==> config.mk <==
export PLATFORM = sky130hd
export DESIGN_NAME = power_state_sequencer
export DESIGN_NICKNAME = d
export VERILOG_FILES = /design/src/power_seq_pkg.sv /design/src/cycle_timer.sv /design/src/pin_state_ctrl.sv /design/src/power_state_sequencer.sv
export SDC_FILE = /design/constraint.sdc
export NUM_CORES = 1
export LEC_CHECK = 0
export BUFFER_PORTS_ARGS = -buffer_cell sky130_fd_sc_hd__buf_2
export CORE_MARGIN = 2
export CORE_UTILIZATION = 41
export DETAILED_ROUTE_END_ITERATION = 12
export REMOVE_ABC_BUFFERS = 1
export SYNTH_ARGS = -nofsm -noshare
export SYNTH_HDL_FRONTEND = slang
export SYNTH_HIERARCHICAL = 1
export SYNTH_SLANG_ARGS = --single-unit
==> constraint.sdc <==
create_clock -name core_clk -period 3.2 [get_ports core_clk]
set_input_delay 0.32 -clock core_clk [delete_from_list [all_inputs] [get_ports core_clk]]
set_output_delay 0.32 -clock core_clk [all_outputs]
set_load 0.02 [all_outputs]
==> src/power_seq_pkg.sv <==
// Purpose: Shared constants, enumerations and carriers of the power state and boot sequencer
// Assumes: core_clk at 200 MHz; host transactions arrive already decoded from the serial link
// Notes:   Command opcodes and the frequency code are local encodings
`default_nettype none
package power_seq_pkg;

  // ==========================================================================
  // Timing
  localparam int CORE_CLK_PERIOD_NS  = 5;
  localparam int PD_RESET_MIN_NS     = 5_000_000;
  localparam int CLK_SETTLE_NS       = 20_000_000;
  localparam int PD_RESET_MIN_CYCLES = (PD_RESET_MIN_NS + CORE_CLK_PERIOD_NS - 1) / CORE_CLK_PERIOD_NS;
  localparam int CLK_SETTLE_CYCLES   = (CLK_SETTLE_NS + CORE_CLK_PERIOD_NS - 1) / CORE_CLK_PERIOD_NS;
  localparam int TIMER_WIDTH         = 23;

  // ==========================================================================
  // Serial transaction prefixes
  localparam logic [1:0] MEM_READ_PREFIX  = 2'h0;
  localparam logic [1:0] HOST_CMD_PREFIX  = 2'h1;
  localparam logic [1:0] MEM_WRITE_PREFIX = 2'h2;

  typedef enum logic [7:0] {
    CMD_ACTIVE       = 8'h01,
    CMD_STANDBY      = 8'h02,
    CMD_SLEEP        = 8'h03,
    CMD_POWERDOWN    = 8'h04,
    CMD_RESET_PULSE  = 8'h05,
    CMD_CLK_INTERNAL = 8'h06,
    CMD_CLK_EXTERNAL = 8'h07,
    CMD_CLK_FREQ     = 8'h08,
    CMD_PD_PIN_MODES = 8'h09
  } host_cmd_type;

  // ==========================================================================
  // Engine reset control
  localparam int         ENG_RST_WIDTH     = 3;
  localparam int         ENG_RST_AUDIO_BIT = 2;
  localparam int         ENG_RST_TOUCH_BIT = 1;
  localparam int         ENG_RST_GFX_BIT   = 0;
  localparam logic [2:0] ENG_RST_DEFAULT   = 3'h2;
  localparam logic [2:0] ENG_RST_RELEASED  = 3'h0;
  localparam logic [7:0] FREQ_SEL_DEFAULT  = 8'h00;

  // ==========================================================================
  // Power states
  typedef enum logic [2:0] {
    PS_SLEEP     = 3'b000,
    PS_BOOT_CLK  = 3'b001,
    PS_BOOT_RAM  = 3'b010,
    PS_BOOT_CFG  = 3'b011,
    PS_ACTIVE    = 3'b100,
    PS_STANDBY   = 3'b101,
    PS_POWERDOWN = 3'b110,
    PS_RESET     = 3'b111
  } power_state_type;

  // ==========================================================================
  // Pin groups and powerdown modes
  typedef enum logic [1:0] {
    PIN_FLOAT     = 2'b00,
    PIN_PULL_LOW  = 2'b01,
    PIN_PULL_HIGH = 2'b10
  } pin_mode_type;

  localparam int PIN_GROUP_COUNT = 13;
  localparam int PIN_GRP_AUDIO = 0, PIN_GRP_PANEL_RST = 1, PIN_GRP_BACKLIGHT = 2, PIN_GRP_DATA_EN = 3;
  localparam int PIN_GRP_DISPLAY_ON = 4, PIN_GRP_SYNC = 5, PIN_GRP_PCLK = 6, PIN_GRP_COLOUR = 7;
  localparam int PIN_GRP_GPIO = 8, PIN_GRP_IRQ = 9, PIN_GRP_TOUCH_XY = 10, PIN_GRP_TOUCH_BUS = 11;
  localparam int PIN_GRP_HOST_SDO = 12;
  // Audio and display side groups (0 to 7) pull low, the rest float
  localparam logic [2*PIN_GROUP_COUNT-1:0] PIN_PD_DEFAULT = 26'h0005555;

  // ==========================================================================
  // Carriers
  typedef struct packed {
    logic       valid;
    logic [1:0] prefix;
    logic [7:0] opcode;
    logic [7:0] arg;
  } host_txn_type;

  typedef struct packed {
    logic oscEnable;
    logic pllEnable;
    logic coreClkEnable;
    logic corePowerEnable;
  } clock_ctrl_type;

  typedef struct packed {
    logic                           holdLevels;
    logic                           applyPdStates;
    logic [2*PIN_GROUP_COUNT-1:0]   modes;
  } pin_ctrl_type;

endpackage
`default_nettype wire

==> src/cycle_timer.sv <==
// Purpose: Down counter that reports when a loaded number of cycles has elapsed
// Assumes: loadValue is nonzero
// Notes:   expired stays high until the next start
`timescale 1ns/1ps
`default_nettype none
module cycle_timer #(
  parameter int WIDTH = 23
) (
  input  wire logic             core_clk,
  input  wire logic             reset_n,
  input  wire logic             start,
  input  wire logic [WIDTH-1:0] loadValue,
  output var  logic             expired
);

  typedef struct packed {
    logic [WIDTH-1:0] count;
    logic             expired;
  } timer_state_type;

  timer_state_type state_reg;
  timer_state_type state_next;

  always_comb begin
    state_next = state_reg;
    if (start) begin
      state_next.count   = loadValue;
      state_next.expired = 1'b0;
    end else if (state_reg.count != '0) begin
      state_next.count = state_reg.count - WIDTH'(1);
      if (state_reg.count == WIDTH'(1)) begin
        state_next.expired = 1'b1;
      end
    end
  end

  always_ff @(posedge core_clk or negedge reset_n) begin
    if (!reset_n) begin
      state_reg <= '0;
    end else begin
      state_reg <= state_next;
    end
  end

  assign expired = state_reg.expired;

endmodule // cycle_timer
`default_nettype wire

==> src/pin_state_ctrl.sv <==
// Purpose: Holds the programmable powerdown pin states and the pin control flags
// Assumes: Only the power-on reset clears the programmed states
// Notes:   Mode code 2'b11 is not a state and its writes are dropped
`timescale 1ns/1ps
`default_nettype none
module pin_state_ctrl
  import power_seq_pkg::*;
(
  input  wire logic                        core_clk,
  input  wire logic                        reset_n,
  input  wire logic                        write,
  input  wire logic [3:0]                  group,
  input  wire logic [1:0]                  mode,
  input  wire logic                        applyPd,
  input  wire logic                        holdLevels,
  output var  power_seq_pkg::pin_ctrl_type pinCtrl
);

  pin_ctrl_type state_reg;
  pin_ctrl_type state_next;

  always_comb begin
    state_next               = state_reg;
    state_next.applyPdStates = applyPd;
    state_next.holdLevels    = holdLevels;
    if (write && (32'(group) < PIN_GROUP_COUNT) && (mode != 2'b11)) begin
      state_next.modes[{group, 1'b0} +: 2] = mode;
    end
  end

  always_ff @(posedge core_clk or negedge reset_n) begin
    if (!reset_n) begin
      // Reset state is SLEEP, so levels are held from the start
      state_reg <= '{holdLevels: 1'b1, applyPdStates: 1'b0, modes: PIN_PD_DEFAULT};
    end else begin
      state_reg <= state_next;
    end
  end

  assign pinCtrl = state_reg;

endmodule // pin_state_ctrl
`default_nettype wire

==> src/power_state_sequencer.sv <==
// Purpose: Power state machine, reset sources and boot sequence of the display controller core
// Assumes: Host transactions are decoded to one-cycle strobes; powerdownPinN is synchronous
// Notes:   Clock and power gating are requests to the analog and clock tree
`timescale 1ns/1ps
`default_nettype none
module power_state_sequencer #(
  parameter int PD_RESET_CYCLES   = power_seq_pkg::PD_RESET_MIN_CYCLES,
  parameter int CLK_SETTLE_CYCLES = power_seq_pkg::CLK_SETTLE_CYCLES
) (
  input  wire logic                           core_clk,
  input  wire logic                           reset_n,
  input  wire logic                           powerdownPinN,
  input  wire logic                           hostCsN,
  input  wire power_seq_pkg::host_txn_type    hostTxn,
  input  wire logic                           ramRepairDone,
  input  wire logic                           configDone,
  input  wire logic                           engineResetWrite,
  input  wire logic [2:0]                     engineResetWdata,
  output var  power_seq_pkg::clock_ctrl_type  clockCtrl,
  output var  logic                           externalClockSel,
  output var  logic [7:0]                     clockFreqSel,
  output var  logic                           globalReset,
  output var  logic                           ramRepairStart,
  output var  logic                           configStart,
  output var  logic [2:0]                     engineResetCtrl,
  output var  logic                           memAccessEnable,
  output var  logic                           engineEnable,
  output var  power_seq_pkg::power_state_type powerState,
  output var  power_seq_pkg::pin_ctrl_type    pinCtrl,
  output var  logic                           hostSerialFloat
);
  import power_seq_pkg::*;

  // ==========================================================================
  // State
  typedef struct packed {
    power_state_type fsm;
    logic            pinPrev;
    logic            pdByPin;
    logic            booted;
    logic            external_clock_cmd;
    logic [7:0]      freqSel;
    logic [2:0]      engRst;
    logic            globalReset;
    logic            ramStart;
    logic            cfgStart;
    logic            memEn;
    logic            engEn;
    clock_ctrl_type  clk;
    logic            serialFloat;
  } seq_state_type;

  seq_state_type state_reg;
  seq_state_type state_next;

  logic pinFall;
  logic pinRise;
  logic pdTimerExpired;
  logic bootTimerExpired;
  logic bootTimerStart;
  logic pinStateWrite;

  // Host command strobe of the given opcode
  function automatic logic isCmd(host_txn_type t, host_cmd_type op);
    return t.valid && (t.prefix == HOST_CMD_PREFIX) && (t.opcode == op);
  endfunction

  assign pinFall       = state_reg.pinPrev && !powerdownPinN;
  assign pinRise       = !state_reg.pinPrev && powerdownPinN;
  assign pinStateWrite = isCmd(hostTxn, CMD_PD_PIN_MODES);

  // ==========================================================================
  // Timers
  cycle_timer #(
    .WIDTH     (TIMER_WIDTH)
  ) pdLowTimer (
    .core_clk  (core_clk),
    .reset_n   (reset_n),
    .start     (pinFall),
    .loadValue (TIMER_WIDTH'(PD_RESET_CYCLES)),
    .expired   (pdTimerExpired)
  );

  cycle_timer #(
    .WIDTH     (TIMER_WIDTH)
  ) bootTimer (
    .core_clk  (core_clk),
    .reset_n   (reset_n),
    .start     (bootTimerStart),
    .loadValue (TIMER_WIDTH'(CLK_SETTLE_CYCLES)),
    .expired   (bootTimerExpired)
  );

  // ==========================================================================
  // Next state
  always_comb begin
    state_next             = state_reg;
    state_next.pinPrev     = powerdownPinN;
    state_next.globalReset = 1'b0;
    state_next.ramStart    = 1'b0;
    state_next.cfgStart    = 1'b0;
    bootTimerStart         = 1'b0;

    case (state_reg.fsm)
      PS_RESET: begin
        state_next.fsm = PS_SLEEP;
      end
      PS_SLEEP: begin
        if (isCmd(hostTxn, CMD_ACTIVE)) begin
          state_next.fsm = PS_BOOT_CLK;
          bootTimerStart = 1'b1;
        end else if (isCmd(hostTxn, CMD_CLK_FREQ)) begin
          state_next.freqSel = hostTxn.arg;
        end
      end
      PS_BOOT_CLK: begin
        // Oscillator and PLL settle before anything else runs
        if (bootTimerExpired) begin
          if (state_reg.booted) begin
            state_next.fsm = PS_ACTIVE;
          end else begin
            state_next.fsm      = PS_BOOT_RAM;
            state_next.ramStart = 1'b1;
          end
        end
      end
      PS_BOOT_RAM: begin
        if (ramRepairDone) begin
          state_next.fsm      = PS_BOOT_CFG;
          state_next.cfgStart = 1'b1;
        end
      end
      PS_BOOT_CFG: begin
        if (configDone) begin
          state_next.fsm    = PS_ACTIVE;
          state_next.booted = 1'b1;
          state_next.engRst = ENG_RST_RELEASED;
        end
      end
      PS_ACTIVE: begin
        if (isCmd(hostTxn, CMD_STANDBY)) begin
          state_next.fsm = PS_STANDBY;
        end else if (isCmd(hostTxn, CMD_SLEEP)) begin
          state_next.fsm = PS_SLEEP;
        end else if (isCmd(hostTxn, CMD_POWERDOWN)) begin
          state_next.fsm     = PS_POWERDOWN;
          state_next.pdByPin = 1'b0;
        end else if (engineResetWrite) begin
          state_next.engRst = engineResetWdata;
        end
      end
      PS_STANDBY: begin
        if (isCmd(hostTxn, CMD_ACTIVE)) begin
          state_next.fsm = PS_ACTIVE;
        end
      end
      PS_POWERDOWN: begin
        // An ACTIVE command with the pin high is the wake condition for both entry paths
        if (isCmd(hostTxn, CMD_ACTIVE) && powerdownPinN) begin
          state_next.fsm         = PS_BOOT_CLK;
          state_next.globalReset = 1'b1;
          state_next.booted      = 1'b0;
          state_next.pdByPin     = 1'b0;
          state_next.engRst      = ENG_RST_DEFAULT;
          state_next.external_clock_cmd      = 1'b0;
          state_next.freqSel     = FREQ_SEL_DEFAULT;
          bootTimerStart         = 1'b1;
        end
      end
      default: begin
        state_next.fsm = PS_RESET;
      end
    endcase

    // Software resets, ignored while the core is unpowered
    if (state_reg.fsm != PS_POWERDOWN) begin
      if (isCmd(hostTxn, CMD_RESET_PULSE) ||
          (isCmd(hostTxn, CMD_CLK_EXTERNAL) && !state_reg.external_clock_cmd) ||
          (isCmd(hostTxn, CMD_CLK_INTERNAL) && state_reg.external_clock_cmd)) begin
        state_next.fsm         = PS_RESET;
        state_next.globalReset = 1'b1;
        state_next.booted      = 1'b0;
        state_next.engRst      = ENG_RST_DEFAULT;
        state_next.ramStart    = 1'b0;
        state_next.cfgStart    = 1'b0;
        state_next.external_clock_cmd      = isCmd(hostTxn, CMD_CLK_EXTERNAL) ? 1'b1 :
                                 isCmd(hostTxn, CMD_CLK_INTERNAL) ? 1'b0 : state_reg.external_clock_cmd;
        bootTimerStart         = 1'b0;
      end
    end

    // Hardware pin: long low pulse resets the sequencer but not the pin modes, any low forces powerdown
    if (pinRise && pdTimerExpired) begin
      state_next.fsm         = PS_RESET;
      state_next.globalReset = 1'b1;
      state_next.booted      = 1'b0;
      state_next.pdByPin     = 1'b0;
      state_next.engRst      = ENG_RST_DEFAULT;
      state_next.external_clock_cmd      = 1'b0;
      state_next.freqSel     = FREQ_SEL_DEFAULT;
      state_next.ramStart    = 1'b0;
      state_next.cfgStart    = 1'b0;
      bootTimerStart         = 1'b0;
    end else if (!powerdownPinN) begin
      if (state_reg.fsm != PS_POWERDOWN) begin
        state_next.pdByPin = 1'b1;
      end
      state_next.fsm      = PS_POWERDOWN;
      state_next.ramStart = 1'b0;
      state_next.cfgStart = 1'b0;
      bootTimerStart      = 1'b0;
    end

    // Clock, power and access gating follow the next state
    state_next.clk.oscEnable       = (state_next.fsm inside {PS_BOOT_CLK, PS_BOOT_RAM, PS_BOOT_CFG,
                                                            PS_ACTIVE, PS_STANDBY});
    state_next.clk.pllEnable       = state_next.clk.oscEnable;
    state_next.clk.coreClkEnable   = (state_next.fsm == PS_ACTIVE);
    state_next.clk.corePowerEnable = (state_next.fsm != PS_POWERDOWN);
    state_next.memEn               = (state_next.fsm inside {PS_ACTIVE, PS_STANDBY});
    state_next.engEn               = (state_next.fsm == PS_ACTIVE);
    state_next.serialFloat         = (state_next.fsm == PS_RESET) && hostCsN;
  end

  always_ff @(posedge core_clk or negedge reset_n) begin
    if (!reset_n) begin
      state_reg <= '{fsm: PS_SLEEP, pinPrev: 1'b1, pdByPin: 1'b0, booted: 1'b0, external_clock_cmd: 1'b0,
                     freqSel: FREQ_SEL_DEFAULT, engRst: ENG_RST_DEFAULT, globalReset: 1'b0,
                     ramStart: 1'b0, cfgStart: 1'b0, memEn: 1'b0, engEn: 1'b0,
                     clk: '{oscEnable: 1'b0, pllEnable: 1'b0, coreClkEnable: 1'b0,
                            corePowerEnable: 1'b1},
                     serialFloat: 1'b1};
    end else begin
      state_reg <= state_next;
    end
  end

  // ==========================================================================
  // Pin control
  pin_state_ctrl pinStates (
    .core_clk   (core_clk),
    .reset_n    (reset_n),
    .write      (pinStateWrite),
    .group      (hostTxn.arg[7:4]),
    .mode       (hostTxn.arg[1:0]),
    .applyPd    (state_next.fsm == PS_POWERDOWN),
    .holdLevels (state_next.fsm inside {PS_STANDBY, PS_SLEEP}),
    .pinCtrl    (pinCtrl)
  );

  // ==========================================================================
  // Outputs
  assign clockCtrl        = state_reg.clk;
  assign externalClockSel = state_reg.external_clock_cmd;
  assign clockFreqSel     = state_reg.freqSel;
  assign globalReset      = state_reg.globalReset;
  assign ramRepairStart   = state_reg.ramStart;
  assign configStart      = state_reg.cfgStart;
  assign engineResetCtrl  = state_reg.engRst;
  assign memAccessEnable  = state_reg.memEn;
  assign engineEnable     = state_reg.engEn;
  assign powerState       = state_reg.fsm;
  assign hostSerialFloat  = state_reg.serialFloat;
endmodule // power_state_sequencer
`default_nettype wire
After elaboration in Yosys (flattened, before gate mapping)
Cells that the tools add are included.
{"block": "totals", "word_cells": 164, "ff_bits": 102, "in_bits": 29, "out_inout_bits": 53}
{"block": "op_classes", "n_lt_le_gt_ge": 1, "add_sub_neg": 3, "n_shift": 2, "muxes": 64, "eq_ne": 33, "reduce_logical": 39}
{"cell": "$mux W24", "count": 4}
{"cell": "$mux W3", "count": 19}
{"cell": "$eq A23 B1 Y1 const B", "count": 2}
{"cell": "$reduce_bool A23 Y1", "count": 2}
{"cell": "$sub A23 B1 Y23 const B", "count": 2}
{"cell": "$eq A8 B3 Y1 const B", "count": 4}
{"cell": "$bwmux W26", "count": 1}
{"cell": "$shift A2 B7 Y26 const A", "count": 1}
{"cell": "$shiftx A2 B7 Y26", "count": 1}
{"cell": "$eq A3 B3 Y1 const B", "count": 8}
{"cell": "$mux W1", "count": 24}
{"cell": "$pmux W3 S8", "count": 1}
{"cell": "$logic_and A1 B1 Y1", "count": 19}
{"cell": "$eq A8 B2 Y1 const B", "count": 2}
{"cell": "$eq A8 B4 Y1 const B", "count": 2}
{"cell": "$mux W8", "count": 2}
{"cell": "$pmux W8 S2", "count": 1}
{"cell": "$mux W15", "count": 1}
{"cell": "$ne A3 B3 Y1 const B", "count": 5}
{"cell": "$mux W14", "count": 1}
{"cell": "$eq A3 B2 Y1 const B", "count": 4}
{"cell": "$mux W6", "count": 2}
{"cell": "$reduce_bool A2 Y1", "count": 6}
{"cell": "$pmux W3 S3", "count": 1}
{"cell": "other kinds (16)", "count": 27}

Logic depth before layout (Yosys ltp)
Gate-level depths: netlist (run 1).
{"block": "depth", "ltp_word": 13, "ltp_mapped": 10}

By module
The synthesis (run 1) kept the hierarchy.
{"mod": "cycle_timer", "seq_area_each_um2": 600.6, "instances": 2, "area_per_inst_um2": 1430.1, "cells_per_inst": 152}
{"mod": "power_state_sequencer", "seq_area_each_um2": 630.6, "instances": 1, "area_per_inst_um2": 1655.3, "cells_per_inst": 181}
{"mod": "pin_state_ctrl", "seq_area_each_um2": 711.9, "instances": 1, "area_per_inst_um2": 1355.0, "cells_per_inst": 104}

Worst setup path after synthesis (run 1)
Ideal clock, no wire load.
{"block": "synth_path", "path_type": "input -> register", "from": "input hostTxn[13] in the netlist's numbering", "to": "register bootTimer/state_reg[12] in the netlist's numbering", "slack_ps": 832, "setup_ps": 125, "path_buffers": 1, "path_stages": 8, "t_arrival_ps": 2243, "cell_sequence": "or4_4 a2111oi_4 nand2_1 nand2_1 nor3_1 clkbuf_1 inv_1 mux2_2"}
{"block": "synth_via", "elab_chain_cells": 10, "word_cells_on_any_way": 22, "classes_between": "eq/ne (4); mux (8); reduce/logical (10)"}
{"item": "start, declared", "line_no": "power_state_sequencer.sv:14", "source": "input wire power_seq_pkg::host_txn_type hostTxn,"}
{"item": "$eq A8 B1 Y1 / $eq A8 B3 Y1 (equally long branches)", "line_no": "power_state_sequencer.sv:65", "source": "return t.valid && (t.prefix == HOST_CMD_PREFIX) && (t.opcode == op);"}
{"item": "$logic_and A1 B1 Y1", "line_no": "power_state_sequencer.sv:65"}
{"item": "$logic_and A1 B1 Y1, on equally long branches", "line_no": "power_state_sequencer.sv:159, power_state_sequencer.sv:178"}
{"item": "$mux W1 / $logic_or A1 B1 Y1 (equally long branches)", "line_no": "power_state_sequencer.sv:159, power_state_sequencer.sv:177"}
{"item": "$pmux W1 S2 / $logic_or A1 B1 Y1 (equally long branches)", "line_no": "power_state_sequencer.sv:104, power_state_sequencer.sv:178"}
{"item": "$mux W1", "line_no": "power_state_sequencer.sv:177", "source": "if (isCmd(hostTxn, CMD_RESET_PULSE) ||"}
{"item": "$mux W1 *", "line_no": "power_state_sequencer.sv:176", "source": "if (state_reg.fsm != PS_POWERDOWN) begin"}
{"item": "$mux W1 *", "line_no": "power_state_sequencer.sv:204", "source": "end else if (!powerdownPinN) begin"}
{"item": "$mux W1 *", "line_no": "power_state_sequencer.sv:193", "source": "if (pinRise && pdTimerExpired) begin"}
{"item": "net bootTimerStart", "line_no": "power_state_sequencer.sv:60", "source": "logic bootTimerStart;"}
{"item": "$mux W24 / $reduce_bool A2 Y1 (equally long branches)"}
{"item": "end signal, assigned", "line_no": "cycle_timer.sv:41", "source": "state_reg <= state_next;"}
{"item": "end, declared", "line_no": "cycle_timer.sv:21", "source": "timer_state_type state_reg;"}
Mark *: on every way through the listed nets, which the timed path passes. The rest lies on a longest branch.
A chain may end at the register's enable or synchronous reset.

Worst setup path in the final report (run 1)
{"block": "layout_path", "from": "register bootTimer/state_reg[13] in the netlist's numbering", "to": "register bootTimer/state_reg[2] in the netlist's numbering"}
{"block": "layout_via", "elab_chain_cells": 2}
{"item": "$reduce_bool A23 Y1", "line_no": "cycle_timer.sv:29", "source": "end else if (state_reg.count != '0) begin"}
{"item": "$reduce_bool A2 Y1 (no source line)"}
Every way passes these cells.

==> out/qor.csv, run 1 <==
stage,metric,value,unit
clock_network,CTS Root Cell,clkbuf_16,
clock_network,post-cts resize count,0,
power_and_ir_drop,Comb pwr share,20.5,%
timing,fin. max-slew vios,0,
synth,top cell type's share of synthesized area,37.5,%
critical_path,worst r2r dst,bootTimer/state_reg[2],
floorplanning,Die Ht,124,um
finish,Finished Layout Cells,875,
clock_network,H-tree levels,3,
timing,skew final,10.4,ps
timing,final worst slack,774,ps
status,failing checks,negative hold slack,
finish,fillcell total,1295,
timing,Hold Slack,-14.5,ps
clock_network,Clock Tree Buf Depth,2,
critical_path,Crit Path Max Fanout,13,
critical_path,CP top delay family,simple AND/OR/NAND/NOR gates,
global_route,vias in the first global route,4407,
place,DP HPWL,9120,um
place,Routability Congestion,0.852,
drt,mean routed wirelength per cell,14.4,um
finish,FF/Latch Area,2540,sq um
synth,most frequent cell after synthesis,dfrtp_1,
critical_path,reg-to-reg critical path startpoint,bootTimer/state_reg[13],
critical_path,"most used cell, CP",or4_4,
floorplanning,Die Width,124,um
finish,finished layout cell area,6740,sq um
timing,setup TNS,0,ps
critical_path,CP bufs+invs,0,
floorplanning,Core Region,13900,sq um
timing,min Tclk post-route,2430,ps
synth,"Seq/Total Area, Yosys",43.3,%
critical_path,worst reg2reg path depth,5,
timing,Tcrit/Tclk final,75.8,%
global_route,Tot GR Track Use,17.7,%
synth,average size of a mapped cell,9.97,sq um
synth,Synth top cells by count,"88 x dfrtp_1, 76 x nand2_1, 35 x o21ai_1",
place,Inst Count DP,859,
clock_network,CTS tree,done,
floorplanning,# IOs,82,
timing,Fmax achieved,412,MHz
power_and_ir_drop,Pwr Density,501,nW/um^2
finish,post-layout util,48.4,%
finish,final net count,727,
synth,Post-Syn Area,5870,sq um
clock_network,cts hold-fix bufs,0,
finish,footprint of the multi-input gates,3180,sq um
timing,final setup violation count,0,
clock_network,Clock Sinks,101,
power_and_ir_drop,Internal,2.27,mW
critical_path,Setup CP Type,reg2reg,
clock_network,clock transition at the registers of the reported paths,70,ps
critical_path,slowest cell on the critical path,or4_4,
global_route,global route overflow,0,
global_route,largest net degree at the start of global routing,53,
drt,Final ANT Viol Nets,0,
drt,Initial DRC Count,367,
synth,Netlist cell types,80,
power_and_ir_drop,switching share of power,32.9,%
power_and_ir_drop,Overall Power,3.38,mW
finish,max reg flops,28,
timing,Worst Tran Pin Value,873,ps
critical_path,CP peak stage delay,680,ps
synth,Post-Synthesis Cells,589,
floorplanning,row cnt,43,
power_and_ir_drop,clock share of power,31.6,%
drt,vias per inst,5.21,
synth,ys flop type,dfrtp_1,
critical_path,CP endpoint kind,register,
power_and_ir_drop,sequential share of power,47.9,%
power_and_ir_drop,Peak VDD IR,0.286,mV
synth,Post-synth EDFFs,0,
synth,Synth Warn #,6,
finish,antenna fix cells,0,
place,area post-placement,6450,sq um
floorplanning,die area,15300,sq um
power_and_ir_drop,NetSw,1.11,mW
critical_path,Critical Path AT,2710,ps
critical_path,register-to-register setup slack,770,ps
global_route,first-pass GRT wire length,21400,um
critical_path,CP required,3480,ps
clock_network,post-CTS setup repair buffer count,0,
run,Max Cap Viol,0,
timing,Rel. slew slack,41.6,%
synth,Async SR Flop Fraction,100,%
floorplanning,Initial Util,42.1,%
synth,#FFs+latches synth,101,
finish,share of layout cells above drive strength 1,26.3,%
place,port buffer count,81,
drt,vias,4563,
drt,DRC viols,0,
critical_path,Critical Path Start Type,register,
timing,final hold violations,2,
critical_path,crit path cell chain,or4_4 > or4_4 > nor2_4 > mux2_1 > o21ai_1,
drt,Total Wirelength,12600,um
synth,largest area contributor in the netlist,dfrtp_1,
global_route,initial antenna violation count,0,
power_and_ir_drop,Lkg Pwr,2.90,nW
drt,DR WL met2,5800,um
drt,DR top layer,met4,
finish,Layout area overhead,14.8,%
synth,largest cells by area after synthesis,"dfrtp_1 38%, dfstp_2 5.8%, nand2_1 4.9%",
drt,DRT Pass-1 Iters,4,
place,worst slack at placement,516,ps
status,status,"complete, but fails checks",
timing,RSZ-0062 raised after global routing,false,
drt,WL met3,639,um
clock_network,CTS buffer count,9,
drt,M1 WL,6020,um
hold_path,worst hold path type,in2async,
clock_network,Worst-Skew Late Latency,360,ps
==> per-layer routing <==
metal / vias up / global-route usage [%]
met5: - / 0
met1: 2183 / 24.3
li1: 2265 / -
met4: 0 / 6.68
met2: 98 / 27.6
met3: 17 / 3.57
==> power by group through the flow <==
stage	Combinational, mW	Sequential, mW	Clock, mW
global route	0.784	1.65	1.16
finish	0.693	1.62	1.07
detailed placement	0.697	1.64	0
floorplan	0.436	1.66	0
global placement	0.682	1.63	0
CTS	0.698	1.61	1.11
==> layout by cell type (no fill, tap or decap), types with 8 or more instances in the layout <==
master     Yosys  layout
buf_2          2      80
clkbuf_16      0       9
conb_1         2      46
dfrtp_1       88      88
dfstp_2       13      13
ha_1           8       8
inv_1         14      14
mux2_2        22      22
nand2_1       76      76
nand3_1       20      20
nor2_1        33      33
nor3_1        17      16
nor4_1        10      10
o21ai_0       21      21
o21ai_1       35      35
or4_1         10      10
xnor2_1       20      20
xor2_1        16      16
==> kinds of logic after synthesis <==
group                      share of synthesized area, %
AOI/OAI and AO/OA                                  14.4
xor gates and xnor gates                           5.65
adders and majority gates                          1.71
buffers and inverters                              5.43
DFF                                                43.3
muxes                                              5.88
other                                             0.128
and+or+nand+nor                                    23.4
==> layout make-up <==
class	instances	share of cell area [%]
Sequential cell	101	37.7
Tap cell	180	3.34
Multi-Input combinational cell	479	47.2
Clock buffer	9	3.34
Inverter	14	0.780
Clock inverter	7	0.947
Timing Repair Buffer	85	6.68
==> how the worst max path moves through the flow <==
stage                            startpoint                       to  slack (ps)  cells past startpoint
floorplan                     powerState[2]   bootTimer/state_reg[6]        -740                      8
global placement                hostTxn[13]    pinStates/pinCtrl[23]         570                      8
detailed placement              hostTxn[13]     pinStates/pinCtrl[7]         520                      8
CTS                 bootTimer/state_reg[13]   bootTimer/state_reg[2]         770                      5
global route        pdLowTimer/state_reg[1]  pdLowTimer/state_reg[2]         620                      7
finish              bootTimer/state_reg[13]   bootTimer/state_reg[2]         770                      5
==> worst reg2reg max path: cells and delay by family (launching register included) <==
family	cells	cell delay [ps]
simple gates	3	1460
compound gates	1	110
flops	1	430
mux	1	350
No activity file was read; power rests on OpenSTA's default activity.
==> run 2: changes to the inputs <==
ABC_AREA = 1   (was not set)
clock period = 2.1 ns   (was 3.2 ns; I/O delays follow)
==> run 2 against run 1 <==
  * The run now ends clean
  * First-iteration DRC count down 2.2%
  * Sequential cell count unchanged
  * Non-clock buffer count up 14
  * Largest cell class unchanged
  * Highest routed layer unchanged
==> out/qor.csv, run 2 <==
stage,metric,value,unit,change
critical_path,slowest cell on the critical path,dfrtp_1,,
floorplanning,Die Width,129,um,+4.3%
power_and_ir_drop,Comb pwr share,27.0,%,+6.5 points
clock_network,Clock Sinks,101,,unchanged
timing,final worst slack,222,ps,-553 ps
place,Inst Count DP,1227,,+43%
synth,most frequent cell after synthesis,nand2_1,,
clock_network,clock transition at the registers of the reported paths,70,ps,about the same
finish,post-layout util,49.4,%,+1.0 points
power_and_ir_drop,clock share of power,31.6,%,about the same
timing,setup TNS,0,ps,unchanged
finish,"commonest non-fill, non-tap cell in the layout",nand2_1,,
power_and_ir_drop,Peak VDD IR,0.492,mV,+72%
critical_path,critical path launch point,powerState[1],,
synth,Synth Warn #,6,,unchanged
critical_path,reg-to-reg critical path startpoint,powerState[1],,
critical_path,Critical Path AT,2120,ps,-590 ps
place,worst slack at placement,99.7,ps,-417 ps
timing,fin. max-slew vios,0,,unchanged
critical_path,CP peak stage delay,490,ps,-190 ps
synth,largest area contributor in the netlist,dfrtp_1,,
critical_path,CP endpoint kind,register,,
power_and_ir_drop,Internal,3.82,mW,+68%
timing,final setup violation count,0,,unchanged
global_route,Tot GR Track Use,19.4,%,+1.7 points
global_route,first-pass GRT wire length,25800,um,+20%
synth,Synth top cells by count,"332 x nand2_1, 101 x nor2_1, 90 x inv_1",,
synth,"Seq/Total Area, Yosys",39.7,%,-3.6 points
global_route,largest net degree at the start of global routing,36,,-32%
finish,share of layout cells above drive strength 1,19.4,%,-7.0 points
timing,Worst Tran Pin Value,571,ps,-302 ps
timing,final hold violations,0,,-2
status,status,finished clean,,
timing,skew final,6.78,ps,-3.58 ps
clock_network,CTS buffer count,9,,unchanged
drt,Final ANT Viol Nets,0,,unchanged
floorplanning,row cnt,45,,+4.7%
critical_path,Crit Path Max Fanout,10,,-3
global_route,global route overflow,0,,unchanged
critical_path,CP top delay family,simple AND/OR/NAND/NOR gates,,
finish,Finished Layout Cells,1244,,+42%
synth,largest cells by area after synthesis,"dfrtp_1 34%, nand2_1 19%, nor2_1 5.9%",,
clock_network,Worst-Skew Late Latency,360,ps,about the same
clock_network,post-CTS setup repair buffer count,0,,unchanged
critical_path,CP required,2340,ps,-1140 ps
drt,DRC viols,0,,unchanged
floorplanning,# IOs,82,,unchanged
clock_network,H-tree levels,3,,unchanged
critical_path,Setup CP Type,reg2reg,,
finish,antenna fix cells,0,,unchanged
place,area post-placement,7180,sq um,+11%
critical_path,Critical Path Start Type,register,,
place,DP HPWL,11500,um,+26%
drt,Initial DRC Count,359,,-2.2%
critical_path,CP bufs+invs,2,,+2
synth,Post-Syn Area,6410,sq um,+9.2%
timing,Rel. slew slack,61.5,%,+20 points
synth,average size of a mapped cell,7.09,sq um,-29%
clock_network,CTS tree,done,,
synth,Netlist cell types,38,,-53%
timing,Fmax achieved,532,MHz,+29%
finish,fillcell total,1600,,+24%
power_and_ir_drop,Pwr Density,789,nW/um^2,+57%
clock_network,CTS Root Cell,clkbuf_16,,
power_and_ir_drop,switching share of power,35.8,%,+2.9 points
drt,Total Wirelength,15000,um,+19%
place,port buffer count,81,,unchanged
synth,Post-synth EDFFs,0,,unchanged
finish,max reg flops,28,,unchanged
synth,Async SR Flop Fraction,100,%,unchanged
synth,top cell type's share of synthesized area,34.4,%,-3.2 points
power_and_ir_drop,NetSw,2.13,mW,+91%
finish,FF/Latch Area,2540,sq um,about the same
drt,vias per inst,4.61,,-12%
floorplanning,Initial Util,42.0,%,-0.12 points
finish,footprint of the multi-input gates,3450,sq um,+8.4%
floorplanning,die area,16700,sq um,+8.9%
power_and_ir_drop,sequential share of power,41.4,%,-6.5 points
global_route,vias in the first global route,5453,,+24%
drt,vias,5735,,+26%
synth,Post-Synthesis Cells,904,,+53%
run,Max Cap Viol,0,,unchanged
critical_path,crit path cell chain,nand2_2 > nor2_4 > inv_1 > nand3_2 > nand3_2 > a21oi_4 > buf_4 > o21ai_0 > nand2_1 > o21ai_0,,
finish,finished layout cell area,7530,sq um,+12%
timing,RSZ-0062 raised after global routing,false,,
timing,min Tclk post-route,1880,ps,-547 ps
clock_network,Clock Tree Buf Depth,2,,unchanged
hold_path,worst hold path type,in2reg,,
power_and_ir_drop,Lkg Pwr,4.01,nW,+38%
hold_path,HP Start,hostCsN,,
synth,ys flop type,dfrtp_1,,
place,Routability Congestion,0.894,,+5.0%
floorplanning,Die Ht,129,um,+4.3%
drt,DRT Pass-1 Iters,5,,+1
timing,Tcrit/Tclk final,89.4,%,+14 points
finish,final net count,1065,,+46%
floorplanning,Core Region,15300,sq um,+9.5%
global_route,initial antenna violation count,0,,unchanged
finish,most frequent cells in the layout,"332 x nand2_1, 100 x nor2_1, 90 x inv_1, 87 x dfrtp_1, 80 x buf_2",,
synth,#FFs+latches synth,101,,unchanged
drt,mean routed wirelength per cell,12.1,um,-16%
finish,Layout area overhead,17.5,%,
-- run 2: cell families after synthesis --
| logic type | Yosys count | synth area share [%] |
|---|---|---|
| fa+ha+maj | 8 | 1.56 |
| buf+inv | 129 | 9.39 |
| other cells | 2 | 0.117 |
| flops | 101 | 39.7 |
| simple gates | 596 | 42.4 |
| xor+xnor | 18 | 2.58 |
| compound gates | 50 | 4.31 |
-- run 2: worst reg2reg max path, cell delays in order (launching register included) --
cell and delay, ps:
dfrtp_1 490, nand2_2 130, nor2_4 140, inv_1 80, nand3_2 90, nand3_2 120, a21oi_4 240, buf_4 210
o21ai_0 100, nand2_1 70, o21ai_0 90
-- run 2: metrics by stage --
stage          total power [mW]  hold WS [ps]
2_1_floorplan              3.61         -85.6
3_3_place_gp               4.10           209
3_5_place_dp               4.11           207
4_1_cts                    6.00          36.8
5_1_grt                    6.37          53.4
6_report                   5.95          36.1
-- run 2: area by class of cell --
class | count | area share, %
multi-input cells | 718 | 45.8
flip-flops and latches | 101 | 33.8
clock buffers | 9 | 2.99
inverters | 99 | 5.00
clock inverters | 7 | 1.39
well taps | 211 | 3.50
repair buffers | 99 | 7.57
-- run 2: metal layers --
layer	share of wire (%)	vias to the layer above	track usage, %
met3	3.6	18	4.42
met5	0	-	0
met4	1.6	0	5.95
li1	-	3012	-
met1	47	2610	25.8
met2	47	95	31.6
-- run 2: power by group through the flow --
stage / sequential, mW / combinational, mW / clock [mW]
finish: 2.46 / 1.60 / 1.88
global route: 2.50 / 1.85 / 2.01
CTS: 2.46 / 1.62 / 1.92
detailed placement: 2.49 / 1.61 / 0
global placement: 2.49 / 1.60 / 0
floorplan: 2.59 / 1.02 / 0
-- run 2: repair_timing --
action                                  4_1_cts  5_1_grt
endpoints found under the setup margin        0        9
gates resized for setup                       0        4
hold buffers                                  1        0
endpoints found under the hold margin        25        0
-- run 2: final timing paths --
kind,endpoint,slack (ps),cells after the start
max in group asynchronous,hostSerialFloat,1150,3
setup reg to reg,bootTimer/state_reg[2],220,10
setup / recovery,bootTimer/state_reg[2],220,10
min in group asynchronous,pinStates/pinCtrl[5],350,2
hold / removal,hostSerialFloat,40,3
hold reg to reg,pinStates/pinCtrl[12],460,2
